[src/core/modem_power_pkg.sv]
// package of register map, field layout and timing constants for modem power control
package modem_power_pkg;

  // ************************************************************
  // clock and timing
  // ************************************************************
  localparam int unsigned CLOCK_HZ = 50_000_000;
  localparam int unsigned ENABLE_SETTLE_US = 2_000;      // regulator ready after release
  localparam int unsigned TOGGLE_ON_MS = 3_000;          // low time that powers on
  localparam int unsigned TOGGLE_OFF_MS = 2_000;         // low time that powers off
  localparam int unsigned LED_SLOW_ON_MS = 300;
  localparam int unsigned LED_SLOW_OFF_MS = 2_700;
  localparam int unsigned LED_FAST_MS = 500;
  localparam int unsigned SHUTDOWN_NOTIFY_MS = 1_000;    // network detach window
  localparam int unsigned ENABLE_SETTLE_CYC = ENABLE_SETTLE_US * (CLOCK_HZ / 1_000_000);
  localparam int unsigned TOGGLE_ON_CYC = TOGGLE_ON_MS * (CLOCK_HZ / 1_000);
  localparam int unsigned TOGGLE_OFF_CYC = TOGGLE_OFF_MS * (CLOCK_HZ / 1_000);
  localparam int unsigned LED_SLOW_ON_CYC = LED_SLOW_ON_MS * (CLOCK_HZ / 1_000);
  localparam int unsigned LED_SLOW_OFF_CYC = LED_SLOW_OFF_MS * (CLOCK_HZ / 1_000);
  localparam int unsigned LED_FAST_CYC = LED_FAST_MS * (CLOCK_HZ / 1_000);
  localparam int unsigned SHUTDOWN_NOTIFY_CYC = SHUTDOWN_NOTIFY_MS * (CLOCK_HZ / 1_000);
  localparam int unsigned COUNT_W = 32;

  // ************************************************************
  // register map (byte addresses)
  // ************************************************************
  localparam int unsigned ADDR_W = 8;
  localparam logic [ADDR_W-1:0] REG_CONTROL = 8'h00;
  localparam logic [ADDR_W-1:0] REG_STATUS = 8'h04;
  localparam logic [ADDR_W-1:0] REG_GPIO_DIR = 8'h08;
  localparam logic [ADDR_W-1:0] REG_GPIO_OUT = 8'h0c;
  localparam logic [ADDR_W-1:0] REG_GPIO_IN = 8'h10;

  // control fields
  localparam int unsigned CTRL_SHUTDOWN_CMD = 0;   // write 1: controlled power-down
  localparam int unsigned CTRL_LED_SELECT = 1;     // pin 0 carries status led
  localparam int unsigned CTRL_REGISTERED = 2;     // radio reports registration
  localparam logic [2:0] CONTROL_RESET = 3'h0;

  // status fields
  localparam int unsigned STAT_POWERED = 0;
  localparam int unsigned STAT_REG_READY = 1;
  localparam int unsigned STAT_IN_RESET = 2;
  localparam int unsigned STAT_SHUTTING = 3;
  localparam int unsigned STAT_SEARCHING = 4;

  localparam int unsigned GPIO_COUNT = 7;
  localparam int unsigned LED_PIN = 0;

  // ************************************************************
  // power sequencing states
  // ************************************************************
  typedef enum logic [1:0] {
    PWR_OFF = 2'b00,
    PWR_ON = 2'b01,
    PWR_SHUTDOWN = 2'b10
  } power_state_t;

  typedef enum logic [1:0] {
    LED_DARK = 2'b00,
    LED_STEADY = 2'b01,
    LED_SLOW = 2'b10,
    LED_FAST = 2'b11
  } led_mode_t;

endpackage

[src/core/status_led_blinker.sv]
// status led pattern generator: dark, steady, slow blink, fast blink
module status_led_blinker
  import modem_power_pkg::*;
#(
  parameter int unsigned SLOW_ON = LED_SLOW_ON_CYC,
  parameter int unsigned SLOW_OFF = LED_SLOW_OFF_CYC,
  parameter int unsigned FAST = LED_FAST_CYC
) (
  // clock and reset
  input wire logic i_clock,
  input wire logic i_reset,
  // pattern select
  input wire led_mode_t i_mode,
  // led level
  output logic o_led
);

  logic [COUNT_W-1:0] phase_count;
  led_mode_t last_mode;
  logic [COUNT_W-1:0] phase_len;

  // ************************************************************
  // phase length
  // ************************************************************
  always_comb begin
    if (i_mode == LED_FAST) begin
      phase_len = COUNT_W'(FAST);
    end else if (o_led) begin
      phase_len = COUNT_W'(SLOW_ON);
    end else begin
      phase_len = COUNT_W'(SLOW_OFF);
    end
  end

  // pattern restarts lit whenever the mode changes to anything but dark, and dark when it changes to dark
  always_ff @(posedge i_clock) begin
    if (i_reset) begin
      o_led <= 1'b0;
      phase_count <= '0;
      last_mode <= LED_DARK;
    end else begin
      last_mode <= i_mode;
      if (i_mode != last_mode) begin
        o_led <= (i_mode != LED_DARK);
        phase_count <= '0;
      end else if (i_mode == LED_DARK) begin
        o_led <= 1'b0;
      end else if (i_mode == LED_STEADY) begin
        o_led <= 1'b1;
      end else if (phase_count + 1'b1 >= phase_len) begin
        o_led <= ~o_led;
        phase_count <= '0;
      end else begin
        phase_count <= phase_count + 1'b1;
      end
    end
  end

endmodule

[src/core/modem_power_control.sv]
// modem power, reset, power toggle, monitor, aux supply, status led and gpio control
//
// The address map and the Wishbone register port were chosen for this implementation.
module modem_power_control
  import modem_power_pkg::*;
#(
  parameter int unsigned GPIO_N = GPIO_COUNT,
  parameter int unsigned SETTLE_CYCLES = ENABLE_SETTLE_CYC,
  parameter int unsigned ON_HOLD_CYCLES = TOGGLE_ON_CYC,
  parameter int unsigned OFF_HOLD_CYCLES = TOGGLE_OFF_CYC,
  parameter int unsigned NOTIFY_CYCLES = SHUTDOWN_NOTIFY_CYC,
  parameter int unsigned LED_SLOW_ON = LED_SLOW_ON_CYC,
  parameter int unsigned LED_SLOW_OFF = LED_SLOW_OFF_CYC,
  parameter int unsigned LED_FAST_HALF = LED_FAST_CYC
) (
  // clock and reset
  input wire logic i_clock,
  input wire logic i_reset,
  // wishbone slave
  input wire logic i_wb_cyc,
  input wire logic i_wb_stb,
  input wire logic i_wb_we,
  input wire logic [ADDR_W-1:0] i_wb_adr,
  input wire logic [3:0] i_wb_sel,
  input wire logic [31:0] i_wb_dat,
  output logic [31:0] o_wb_dat,
  output logic o_wb_ack,
  // control pins, pulled high inside, low when host drives
  input wire logic i_supply_enable,
  input wire logic i_reset_pin,
  input wire logic i_power_toggle,
  // power outputs
  output logic o_regulator_on,
  output logic o_regulator_ready,
  output logic o_modem_reset_n,
  output logic power_monitor_out_unused_name_guard,
  output logic o_power_monitor_out,
  output logic o_aux_supply_out,
  output logic o_network_detach,
  // logic inputs of host held high during power-down
  input wire logic i_host_inputs_high,
  // general purpose pads
  input wire logic [GPIO_N-1:0] i_gpio,
  output logic [GPIO_N-1:0] o_gpio,
  output logic [GPIO_N-1:0] o_gpio_oe
);

  power_state_t state;
  power_state_t next_state;
  logic [COUNT_W-1:0] settle_count;
  logic [COUNT_W-1:0] low_count;
  logic [COUNT_W-1:0] notify_count;
  logic toggle_last;
  logic toggle_release;
  logic toggle_on_req;
  logic toggle_off_req;
  logic [2:0] control;
  logic shutdown_req;
  logic [GPIO_N-1:0] gpio_dir;
  logic [GPIO_N-1:0] gpio_out;
  logic [GPIO_N-1:0] gpio_in;
  logic led_level;
  led_mode_t led_mode;
  logic wb_req;
  logic wb_wr;
  logic [31:0] read_word;
  logic in_reset;

  assign power_monitor_out_unused_name_guard = 1'b0;
  assign in_reset = ~i_reset_pin;

  // ************************************************************
  // regulator enable and settle timer
  // ************************************************************
  always_ff @(posedge i_clock) begin
    if (i_reset) begin
      o_regulator_on <= 1'b0;
      o_regulator_ready <= 1'b0;
      settle_count <= '0;
    end else if (!i_supply_enable) begin
      o_regulator_on <= 1'b0;
      o_regulator_ready <= 1'b0;
      settle_count <= '0;
    end else begin
      o_regulator_on <= 1'b1;
      if (settle_count + 1'b1 >= COUNT_W'(SETTLE_CYCLES)) begin
        o_regulator_ready <= 1'b1;
      end else begin
        settle_count <= settle_count + 1'b1;
      end
    end
  end

  // reset pin, gated by regulator ready, passes to the modem core, registered
  always_ff @(posedge i_clock) begin
    if (i_reset) begin
      o_modem_reset_n <= 1'b0;
    end else begin
      o_modem_reset_n <= i_reset_pin & o_regulator_ready;
    end
  end

  // ************************************************************
  // power toggle low-time measurement
  // ************************************************************
  // a release is a rising edge; the held time is judged only then
  assign toggle_release = i_power_toggle & ~toggle_last;
  assign toggle_on_req = toggle_release && (low_count >= COUNT_W'(ON_HOLD_CYCLES));
  assign toggle_off_req = toggle_release && (low_count >= COUNT_W'(OFF_HOLD_CYCLES));

  always_ff @(posedge i_clock) begin
    if (i_reset) begin
      toggle_last <= 1'b1;
      low_count <= '0;
    end else begin
      toggle_last <= i_power_toggle;
      if (i_power_toggle) begin
        low_count <= '0;
      end else if (low_count != '1) begin
        low_count <= low_count + 1'b1; // saturates rather than wraps
      end
    end
  end

  // ************************************************************
  // power state machine
  // ************************************************************
  always_comb begin
    next_state = state;
    unique case (state)
      PWR_OFF: begin
        if (toggle_on_req && o_regulator_ready) begin
          next_state = PWR_ON;
        end
      end
      PWR_ON: begin
        if (toggle_off_req || shutdown_req) begin
          next_state = PWR_SHUTDOWN;
        end
      end
      PWR_SHUTDOWN: begin
        // stays up while host still drives logic inputs high
        if (notify_count + 1'b1 >= COUNT_W'(NOTIFY_CYCLES) && !i_host_inputs_high) begin
          next_state = PWR_OFF;
        end
      end
      default: begin
        next_state = PWR_OFF;
      end
    endcase
  end

  always_ff @(posedge i_clock) begin
    if (i_reset || !o_regulator_on || in_reset) begin
      state <= PWR_OFF;
      notify_count <= '0;
    end else begin
      state <= next_state;
      if (state == PWR_SHUTDOWN && notify_count + 1'b1 < COUNT_W'(NOTIFY_CYCLES)) begin
        notify_count <= notify_count + 1'b1;
      end else if (state != PWR_SHUTDOWN) begin
        notify_count <= '0;
      end
    end
  end

  // monitor, aux supply and detach notice all from one state
  always_ff @(posedge i_clock) begin
    if (i_reset) begin
      o_power_monitor_out <= 1'b0;
      o_aux_supply_out <= 1'b0;
      o_network_detach <= 1'b0;
    end else begin
      o_power_monitor_out <= (next_state != PWR_OFF) && o_regulator_on && !in_reset;
      o_aux_supply_out <= (next_state != PWR_OFF) && o_regulator_on && !in_reset;
      // follows next_state so detach never outlives the monitor on the way down
      o_network_detach <= (next_state == PWR_SHUTDOWN) && o_regulator_on && !in_reset;
    end
  end

  // ************************************************************
  // status led
  // ************************************************************
  always_comb begin
    unique case (state)
      PWR_ON: led_mode = control[CTRL_REGISTERED] ? LED_SLOW : LED_STEADY;
      PWR_SHUTDOWN: led_mode = LED_FAST;
      default: led_mode = LED_DARK;
    endcase
  end

  status_led_blinker #(
    .SLOW_ON(LED_SLOW_ON),
    .SLOW_OFF(LED_SLOW_OFF),
    .FAST(LED_FAST_HALF)
  ) u_blinker (
    .i_clock(i_clock),
    .i_reset(i_reset),
    .i_mode(led_mode),
    .o_led(led_level)
  );

  // ************************************************************
  // gpio pads
  // ************************************************************
  generate
    for (genvar g = 0; g < GPIO_N; g++) begin : g_pad
      always_ff @(posedge i_clock) begin
        if (i_reset) begin
          o_gpio[g] <= 1'b0;
          o_gpio_oe[g] <= 1'b0;
          gpio_in[g] <= 1'b0;
        end else if (g == LED_PIN && control[CTRL_LED_SELECT]) begin
          o_gpio[g] <= led_level;
          o_gpio_oe[g] <= 1'b1;
          gpio_in[g] <= i_gpio[g];
        end else begin
          o_gpio[g] <= gpio_out[g]; // push-pull: both levels driven
          o_gpio_oe[g] <= gpio_dir[g];
          gpio_in[g] <= i_gpio[g];
        end
      end
    end
  endgenerate

  // ************************************************************
  // wishbone slave
  // ************************************************************
  // one wait state keeps read data registered; ack drops after one cycle
  assign wb_req = i_wb_cyc & i_wb_stb & ~o_wb_ack;
  assign wb_wr = wb_req & i_wb_we & i_wb_sel[0];

  always_ff @(posedge i_clock) begin
    if (i_reset) begin
      o_wb_ack <= 1'b0;
    end else begin
      o_wb_ack <= wb_req;
    end
  end

  always_comb begin
    read_word = '0;
    unique case (i_wb_adr)
      REG_CONTROL: read_word[2:0] = control;
      REG_STATUS: begin
        read_word[STAT_POWERED] = o_power_monitor_out;
        read_word[STAT_REG_READY] = o_regulator_ready;
        read_word[STAT_IN_RESET] = in_reset;
        read_word[STAT_SHUTTING] = (state == PWR_SHUTDOWN);
        read_word[STAT_SEARCHING] = (led_mode == LED_STEADY);
      end
      REG_GPIO_DIR: read_word[GPIO_N-1:0] = gpio_dir;
      REG_GPIO_OUT: read_word[GPIO_N-1:0] = gpio_out;
      REG_GPIO_IN: read_word[GPIO_N-1:0] = gpio_in;
      default: read_word = '0;      // unmapped reads zero
    endcase
  end

  always_ff @(posedge i_clock) begin
    if (i_reset) begin
      o_wb_dat <= '0;
    end else if (wb_req) begin
      o_wb_dat <= read_word;
    end
  end

  // register writes; shutdown command is a self-clearing pulse
  always_ff @(posedge i_clock) begin
    if (i_reset) begin
      control <= CONTROL_RESET;
      gpio_dir <= '0;
      gpio_out <= '0;
      shutdown_req <= 1'b0;
    end else begin
      shutdown_req <= wb_wr && (i_wb_adr == REG_CONTROL) && i_wb_dat[CTRL_SHUTDOWN_CMD];
      if (wb_wr && i_wb_adr == REG_CONTROL) begin
        control <= {i_wb_dat[CTRL_REGISTERED], i_wb_dat[CTRL_LED_SELECT], 1'b0};
      end
      if (wb_wr && i_wb_adr == REG_GPIO_DIR) begin
        gpio_dir <= i_wb_dat[GPIO_N-1:0];
      end
      if (wb_wr && i_wb_adr == REG_GPIO_OUT) begin
        gpio_out <= i_wb_dat[GPIO_N-1:0];
      end
    end
  end

endmodule

[config.mk]
export PLATFORM = sky130hd
export DESIGN_NAME = modem_power_control
export DESIGN_NICKNAME = d
export VERILOG_FILES = /design/src/core/modem_power_pkg.sv /design/src/core/status_led_blinker.sv /design/src/core/modem_power_control.sv
export SDC_FILE = /design/constraint.sdc
export NUM_CORES = 1
export LEC_CHECK = 0
export BUFFER_PORTS_ARGS = -buffer_cell sky130_fd_sc_hd__buf_4
export CORE_UTILIZATION = 25
export DETAILED_ROUTE_END_ITERATION = 8
export PLACE_DENSITY = 0.47
export SLEW_MARGIN = 0
export SYNTH_ARGS = -nofsm -noshare
export SYNTH_HDL_FRONTEND = slang
export SYNTH_SLANG_ARGS = --single-unit
[constraint.sdc]
create_clock -name i_clock -period 4.6 [get_ports i_clock]
set_input_delay 0.69 -clock i_clock [delete_from_list [all_inputs] [get_ports i_clock]]
set_output_delay 0.69 -clock i_clock [all_outputs]
set_load 0.01 [all_outputs]
Word-level counts from Yosys, hierarchy flattened
Index checks and enable logic that the tools add are counted.

Flip-flop bits (word level): 185. Bits of input ports: 60. Output and inout bits: 54. Logic and storage cells: 125.

Add/subtract/negate cells: 4. Order comparisons: 6. Eq/ne operators: 12. Mux-type cells: 21. Bitwise gates (word level): 13. Reductions and logical operators: 29.

Operators by type and width (count): adder 32 x 1 -> 32 bit (second input constant) (4); two-way mux 32 bit (4); greater-or-equal comparator 32 x 17 -> 1 bit (second input constant) (1); greater-or-equal comparator 32 x 26 -> 1 bit (second input constant) (1); greater-or-equal comparator 32 x 27 -> 1 bit (second input constant) (1); greater-or-equal comparator 32 x 28 -> 1 bit (second input constant) (1); greater-or-equal comparator 32 bit (1); less-than comparator 32 x 26 -> 1 bit (second input constant) (1); inequality test 32 bit (second input constant) (1); two-way mux 28 bit (1); == test 8 x 4 -> 1 bit (second input constant) (2); one-hot mux 3 bit (5 select lines) (1); logical AND 1 bit (13); one-hot mux 2 bit (3 select lines) (2); == test 8 x 3 -> 1 bit (second input constant) (1); == test 8 x 5 -> 1 bit (second input constant) (1); zero test 8 bit (1); two-way mux 2 bit (4); one-hot mux 2 bit (4 select lines) (1); two-way mux 1 bit (7); NOT 1 bit (7); bitwise AND 1 bit (6); == test 2 bit (second input constant) (3); nonzero test 2 bit (3); other kinds (10) (17).

Longest topological paths before layout
Gate-level depths: netlist of run 1.

Depth in word-level cells: 9. Mapped depth: 17.

By module
A second synthesis of run 1 with hierarchy kept.

Cell total of the unflattened synthesis: 1202. Area, all modules: 9943.3 um^2.

Modules (own cells, without submodules): modem_power_control (instances 1, cells an instance 907, area each 7541.0 um^2, sequential area each 3002.9 um^2); status_led_blinker (instances 1, cells an instance 295, area each 2402.3 um^2, sequential area each 700.7 um^2).

Worst setup path after synthesis of run 1
OpenSTA, ideal clock, no wires.

Kind: flip-flop to flip-flop. Start: register u_blinker.phase_count[13]. End: register u_blinker.phase_count[20]. Setup time: 0.132 ns. Arrival time: 3.421 ns. Slack: 1.047 ns. Cell stages (with the launch flop): 18. Path buffers: 3. Clock period less this slack: 3.553 ns. Path through: dfxtp_1 > buf_2 > and4_4 > nand4_2 > or4_1 > buf_2 > nor2_1 > xor2_1 > ha_1 > nand2_1 > nor4_1 > nand3_1 > a211oi_1 > o22ai_2 > nand3_4 > clkbuf_1 > o21bai_1 > a21oi_1.

Longest elaborated chain between the ends: 3.

RTL lines: start, declared (RTL line status_led_blinker.sv:18) `logic [COUNT_W-1:0] phase_count;`; start signal, assigned (RTL line status_led_blinker.sv:54) `phase_count <= phase_count + 1'b1;`; adder 32 x 1 -> 32 bit (*) (RTL line status_led_blinker.sv:50, status_led_blinker.sv:54); greater-or-equal comparator 32 bit (RTL line status_led_blinker.sv:50) `end else if (phase_count + 1'b1 >= phase_len) begin`; two-way mux 32 bit (*) (RTL line status_led_blinker.sv:50).

Every way passes the cells marked *; elsewhere a longest branch is shown, timed or not. A chain may end at the register's enable or synchronous reset.

Worst setup path in the final report of run 1
Start: register u_blinker.phase_count[7]. End: register u_blinker.phase_count[15].

Same word-level chain as after synthesis.

==> results of run 1 <==
layout make-up:
cell class                      instances  area [µm²]
Fill cell                            4269       28270
Multi-Input combinational cell        938        5889
Sequential cell                       185        3704
Tap cell                              525       656.9
Timing Repair Buffer                   71       533.0
Clock buffer                           20       446.7
Inverter                               33       123.9
Clock inverter                         11       110.1
worst max path at each step:
stage | slack, ns | end | start
2_1_floorplan | 1.05 | u_blinker.phase_count[20] | u_blinker.phase_count[13]
3_3_place_gp | 0.47 | u_blinker.phase_count[26] | u_blinker.phase_count[7]
3_5_place_dp | 0.48 | u_blinker.phase_count[21] | u_blinker.phase_count[7]
4_1_cts | 0.45 | u_blinker.phase_count[20] | u_blinker.phase_count[7]
5_1_grt | 0.01 | u_blinker.phase_count[20] | u_blinker.phase_count[7]
6_report | 0.49 | u_blinker.phase_count[15] | u_blinker.phase_count[7]
flip-flops by register name (all words and copies together), names as in the netlist, 2 cells and up:
register / cells
control: 2
gpio_in: 7
o_gpio: 7
gpio_out: 7
o_gpio_oe: 7
notify_count: 32
u_blinker.last_mode: 2
low_count: 32
u_blinker.phase_count: 32
state: 2
o_wb_dat: 7
settle_count: 32
gpio_dir: 7
power breakdown:
part           total, µW  switching, µW  internal (µW)  leakage [µW]
combinational        108           65.1           43.1       0.00234
clock               1450            685            768      0.000276
sequential          1630           18.0           1620       0.00149
stage by stage:
| step | cells | cell area, µm² | power, µW | setup WS (ns) | util (%) |
|---|---|---|---|---|---|
| final | 1783 | 11460 | 3195 | 0.4910 | 28.85 |
| after global placement | 1752 | 10910 | 1780 | 0.4668 | 27.45 |
| after floorplan | 1247 | 10170 | 1751 | 1.047 | - |
| after detailed placement | 1752 | 10910 | 1781 | 0.4811 | 27.45 |
| after global routing | 1783 | 11460 | 3325 | 0.01274 | 28.85 |
| after CTS | 1783 | 11460 | 3253 | 0.4501 | 28.85 |
kinds of logic after synthesis:
family | synth area share (%)
AO/OA/AOI/OAI | 14.79
XOR/XNOR | 5.737
adder cells (fa/ha/maj) | 3.601
buffers and inverters | 5.836
flip-flops | 36.76
multiplexers | 2.595
other | 0.03722
AND/OR/NAND/NOR | 30.65
routing by layer:
layer | wire length (µm) | vias to the layer above | track usage, % | share of wire (%)
met2 | 11570 | 100 | 20.34 | 46
met1 | 12480 | 4091 | 16.91 | 50
li1 | - | 4432 | - | -
met4 | 288 | 0 | 3.437 | 1.1
met5 | 0 | - | 0 | 0
met3 | 724 | 26 | 2.713 | 2.9
layout by cell type, fill, tap and decap left out, types with 6 or more instances in the layout:
| cell type | instances |
|---|---|
| or3b_1 | 12 |
| nor2_1 | 99 |
| o31ai_1 | 23 |
| nor3_1 | 38 |
| xor2_1 | 36 |
| xnor2_1 | 30 |
| o21ai_1 | 7 |
| and3_1 | 44 |
| inv_6 | 6 |
| nand2_1 | 121 |
| o211ai_1 | 16 |
| or2_2 | 11 |
| dfxtp_1 | 185 |
| nand4_1 | 37 |
| or4_1 | 36 |
| nand2b_1 | 7 |
| or3_1 | 28 |
| a21o_1 | 9 |
| ha_1 | 29 |
| clkbuf_16 | 17 |
| mux2i_1 | 25 |
| a31oi_1 | 6 |
| nand3_1 | 46 |
| nor4_1 | 19 |
| a21oi_1 | 74 |
| and2_1 | 11 |
| o21ai_0 | 20 |
| o21a_1 | 8 |
| and4_1 | 11 |
| a211oi_1 | 8 |
| inv_1 | 33 |
| conb_1 | 26 |
| nor2b_1 | 26 |
| buf_4 | 71 |
==> results.md, run 1 <==
* Setup crit end kind: flop
* CP top delay family: simple AND/OR/NAND/NOR gates
* Crit path launch type: flop
* Routed wire per std cell at about 14 µm
* First-pass GRT wire length at 42.39 mm
* Rows at 73
* Synth Warn # at 0
* Worst slew margin at 36.94%
* Setup TNS at 0 ns
* Final ANT Viol Nets at 0
* Yosys top cell area share at between 30 and 40%
* Worst hold stages at 2
* CTS max path bufs at 2
* Worst EP required at 4.98 ns
* Origin of the critical flop-to-flop path: u_blinker.phase_count[7]
* Minimum clock period after layout at 4.109 ns
* R2r worst-path depth at 12
* Later-pin clock latency in the skew report at roughly 0.45 ns
* Initial DRC count at 478
* PostCTS Resize Cnt at 0
* Post-CTS Hold Fix Bufs at 0
* Slew Viols, Final at 0
* Critical path buffer and inverter count at 0
* Synth async-reset ratio at 0%
* Pwr Density at around 280 mW/mm²
* Router iterations before antenna repair at 5
* Synth Area per Inst at slightly above 8 µm²
* Layout cells sized above 1 at 10.25%
* Crit path max fanout at 24
* # diodes at 0
* Final Hold Vio Count at 0
* Layout area overhead at 13.77%
* Vias in the first global route at 8305
* Synth top area cells: dfxtp_1 (37%), nand2_1 (4.5%), nor2_1 (3.7%)
* PortBufs at 59
* CP dominant cell by count: a21oi_1
* Synth Instances at 1222
* Worst r2r dst: u_blinker.phase_count[15]
* Sequential area share after synthesis at 36.76%
* Mapped cell area at 0.01008 mm²
* Die Ht at slightly above 200 µm
* Initial Utilization at approximately a quarter
* CP max stage delay at approximately 0.66 ns
* Top FF cell, synth: dfxtp_1
* Most frequent cell after synthesis: dfxtp_1
* CTS tree: yes
* Post-CTS Setup Bufs at 0
* Routed wire length at 25.05 mm
* Seq cells post-synth at 185
* Status: finished, final reports clean
* Min Hold Slack at 0.4439 ns
* Worst hold endpoint: gpio_in[0]
* Cell variety after synth at 79
* Chip width at 202.8 µm
* Nets at around 1300
* Total Routing Usage GR at 12.62%
* I/O pin total at 114
* Hold Path Origin: i_gpio[0]
* Fmax at 243.4 MHz
* Worst vdd ir at 0.2371 mV
* Final setup violation count at 0
* Yosys top cell by area: dfxtp_1
* CP arrival at 4.49 ns
* Critical Path Stages at 12
* WS Path Type: flop to flop
* Critical path cell sequence: and4_1 > nand3_1 > or4_1 > nor2_1 > xor2_1 > ha_1 > nand2_1 > a21oi_1 > a211oi_2 > nand3_4 > or3b_1 > a21oi_1
* Root buffer cell: clkbuf_16
* Pin count of the biggest net entering global routing at 63
* Worst hold path class: input port to flop
* Worst-path clk slew at 0.07 ns
* Post-DP HPWL at roughly 18 mm
* Number of max-cap violations at 0
* Slowest-stage cell, CP: or4_1
* Fin crit share at 89.33%
* EDFF count, synth at 0
* FF-to-FF setup slack at 0.49 ns
* Worst-margin pin slew at 0.9386 ns
* Residual DRC at 0
* Vias per inst at 4.851
* GPL Wtd Cong at 0.7726
* Antenna violations before repair at 0
* Die footprint at between 0.04 and 0.05 mm²
* Unrepaired setup endpoints after global routing: false
* Vias at between 8000 and 9000
* H-tree levels at 4
* Total grt overflow at 0
* Synth cell count leaders: dfxtp_1 (185), nand2_1 (122), nor2_1 (99), a21oi_1 (74), clkbuf_1 (51)
* Leakage at 0.004113 µW
* Final setup skew at 0.007578 ns
* Core area at between 0.03 and 0.04 mm²
* Clock Sinks at about 190
* CTS Buf Count at 17
Power figures use the tool's default switching activity.
==> run 2, diff against run 1 <==
--- a/config.mk
+++ b/config.mk
@@ -5,10 +5,12 @@
 export SDC_FILE = /design/constraint.sdc
 export NUM_CORES = 1
 export LEC_CHECK = 0
+export ABC_AREA = 1
 export BUFFER_PORTS_ARGS = -buffer_cell sky130_fd_sc_hd__buf_4
 export CORE_UTILIZATION = 25
 export DETAILED_ROUTE_END_ITERATION = 8
-export PLACE_DENSITY = 0.47
+export HOLD_SLACK_MARGIN = 0.06
+export PLACE_DENSITY = 0.46
 export SLEW_MARGIN = 0
 export SYNTH_ARGS = -nofsm -noshare
 export SYNTH_HDL_FRONTEND = slang
==> results.md, run 2 <==
* Initial Utilization at between 20% and 30%
* Crit path launch type: flop
* Worst-margin pin slew at 1.050 ns
* Post-CTS Hold Fix Bufs at 0
* Final ANT Viol Nets at 0
* Fin area at 0.01259 mm²
* Slew Viols, Final at 0
* Area of the multi-input gates at 0.006100 mm²
* Setup crit end kind: flop
* Worst-path clk slew at 0.08 ns
* Most frequent cell after synthesis: nand2_1
* Final Hold Vio Count at 0
* FF-to-FF setup slack at 0.83 ns
* Routed wire length at 29.79 mm
* Antenna violations before repair at 0
* Final std cells w/o fill at 2359
* Worst hold stages at 3
* Placed inst area at 0.01199 mm²
* Synth async-reset ratio at 0%
* Final setup violation count at 0
* Fmax at 265.5 MHz
* Vias per inst at between 4 and 5
* Minimum clock period after layout at approximately 3.8 ns
* R2r worst-path depth at 19
* Worst hold path class: input port to flop
* Top FF cell, synth: dfxtp_1
* Leakage at slightly above 0.005 µW
* Total Routing Usage GR at roughly 14%
* Synth Warn # at 0
* Chip width at approximately 210 µm
* Initial DRC count at 479
* GPL Wtd Cong at roughly 0.86
* Most common cell after layout, fill and taps aside: nand2_1
* Routed wire per std cell at 12.63 µm
* WS Path Type: flop to flop
* Synth Area per Inst at 6.453 µm²
* Layout area overhead at 14.01%
* Die footprint at about 0.045 mm²
* Critical path cell sequence: ha_1 > nand2_1 > nand3b_1 > nor2_1 > nand4_1 > nor2_1 > inv_1 > nor2_1 > nand3_1 > nand2_1 > inv_1 > ha_1 > nand4_1 > nor3_1 > nand3_2 > nand2_1 > nand2_1 > nand2_1 > nor2_1
* Worst vdd ir at 0.2245 mV
* Status: finished, final reports clean
* Nets at 1849
* Unrepaired setup endpoints after global routing: false
* Commonest cells after routing, fill and taps aside: nand2_1 (434), inv_1 (250), nor2_1 (231)
* Cell variety after synth at 46
* CP arrival at just over 4 ns
* Die Ht at roughly 210 µm
* H-tree levels at 4
* FF+latch area at 0.003704 mm²
* Synth top area cells: dfxtp_1 (34%), nand2_1 (15%), inv_1 (8.5%)
* Met2 WL at 13.03 mm
* Post-DP HPWL at about 23 mm
* Total grt overflow at 0
* Core area at 0.04336 mm²
* Later-pin clock latency in the skew report at approximately 0.45 ns
* Number of max-cap violations at 0
* Root buffer cell: clkbuf_16
* Pwr Density at 258.7 mW/mm²
* Hold Path Origin: i_gpio[4]
* Rows at between 70 and 80
* Post-CTS Setup Bufs at 0
* I/O pin total at 114
* Metal-1 WL at between 10 and 15 mm
* Worst slew margin at 29.77%
* Origin of the critical flop-to-flop path: u_blinker.phase_count[1]
* Sequential area share after synthesis at 33.53%
* PostCTS Resize Cnt at 0
* Mapped cell area at 0.01105 mm²
* EDFF count, synth at 0
* Fin crit share at 81.88%
* Core Util, Final at 29.05%
* Met3 WL at 1.344 mm
* Synth cell count leaders: nand2_1 (434), inv_1 (250), nor2_1 (231), dfxtp_1 (185), nand3_1 (114)
* Synth Instances at 1712
* CTS max path bufs at 2
* Min Hold Slack at 0.4411 ns
* Seq cells post-synth at 185
* Residual DRC at 0
* CTS tree: yes
* Router iterations before antenna repair at 5
* Pin count of the biggest net entering global routing at 47
* CP max stage delay at 0.57 ns
* Yosys top cell by area: dfxtp_1
* Slowest-stage cell, CP: nand3_2
* Top Layer Used: met4
* CP dominant cell by count: nand2_1
* First-pass GRT wire length at slightly below 50 mm
* Clock Sinks at 185
* Crit path max fanout at 26
* Layout cells sized above 1 at 7.671%
* Worst r2r dst: u_blinker.phase_count[4]
* PortBufs at 59
* Setup TNS at 0 ns
* Yosys top cell area share at around 34%
* Final setup skew at 0.01136 ns
* Fillers at 4914
* Placed cell count at 2326
* Worst hold endpoint: gpio_in[4]
* Vias at 10275
* Worst EP required at 4.95 ns
* CTS Buf Count at 17
* Vias in the first global route at 9677
run 2: cell count changes in the layout (fill, tap and decap cells not counted), moves of 37 or more:
cell	delta
inv_1	+217
and3_1	-43
a21oi_1	+37
nand3_1	+68
nor2_1	+132
nand2_1	+313
run 2: per-layer routing:
| layer | vias to the layer above | track usage (%) |
|---|---|---|
| li1 | 5473 | - |
| met3 | 30 | 2.614 |
| met1 | 4591 | 18.22 |
| met4 | 0 | 4.798 |
| met5 | - | 0 |
| met2 | 181 | 21.89 |
run 2: worst max path at each step:
stage | startpoint | to | cells past startpoint
final | u_blinker.phase_count[1] | u_blinker.phase_count[4] | 19
after global routing | u_blinker.phase_count[1] | u_blinker.phase_count[4] | 19
after CTS | u_blinker.phase_count[1] | u_blinker.phase_count[4] | 19
after detailed placement | u_blinker.phase_count[1] | u_blinker.phase_count[4] | 19
after floorplan | u_blinker.phase_count[1] | u_blinker.phase_count[11] | 21
after global placement | u_blinker.phase_count[1] | u_blinker.phase_count[0] | 19
run 2: cell type report:
type                       instances  area share [%]
sequential                       185           29.41
timing repair buffer              65           3.874
multi-input combinational       1233           48.43
antenna                            1         0.01987
clock buffer                      17           3.378
tap                              585           5.812
clock inverter                    15           1.381
inverter                         258           7.699
run 2: cell families after synthesis:
| logic type | share of synthesized area (%) |
|---|---|
| compound gates | 9.276 |
| xor+xnor | 5.550 |
| fa+ha+maj | 3.285 |
| buf+inv | 12.11 |
| flops | 33.53 |
| other cells | 0.03395 |
| simple gates | 36.22 |
run 2: worst max-delay path: cells and delay by family (launching register included):
kind	cells	cell delay (ns)
AND/OR/NAND/NOR	15	2.64
adder cells (fa/ha/maj)	2	0.50
flip-flops	1	0.40
buffers and inverters	2	0.10
run 2: where the power goes:
part	leakage (µW)	internal [µW]	switching, µW	total, µW
sequential	0.00149	1610	4.66	1610
clock	0.000294	823	733	1560
combinational	0.00335	29.7	59.6	89.4
total	0.00514	2460	798	3260
run 2: per-stage QoR:
step / setup slack, ns / power [µW]
floorplan: 1.799 / 1712
CTS: 0.8293 / 3317
detailed placement: 0.8544 / 1741
global route: 0.4401 / 3390
finish: 0.8334 / 3258
global placement: 0.8809 / 1740
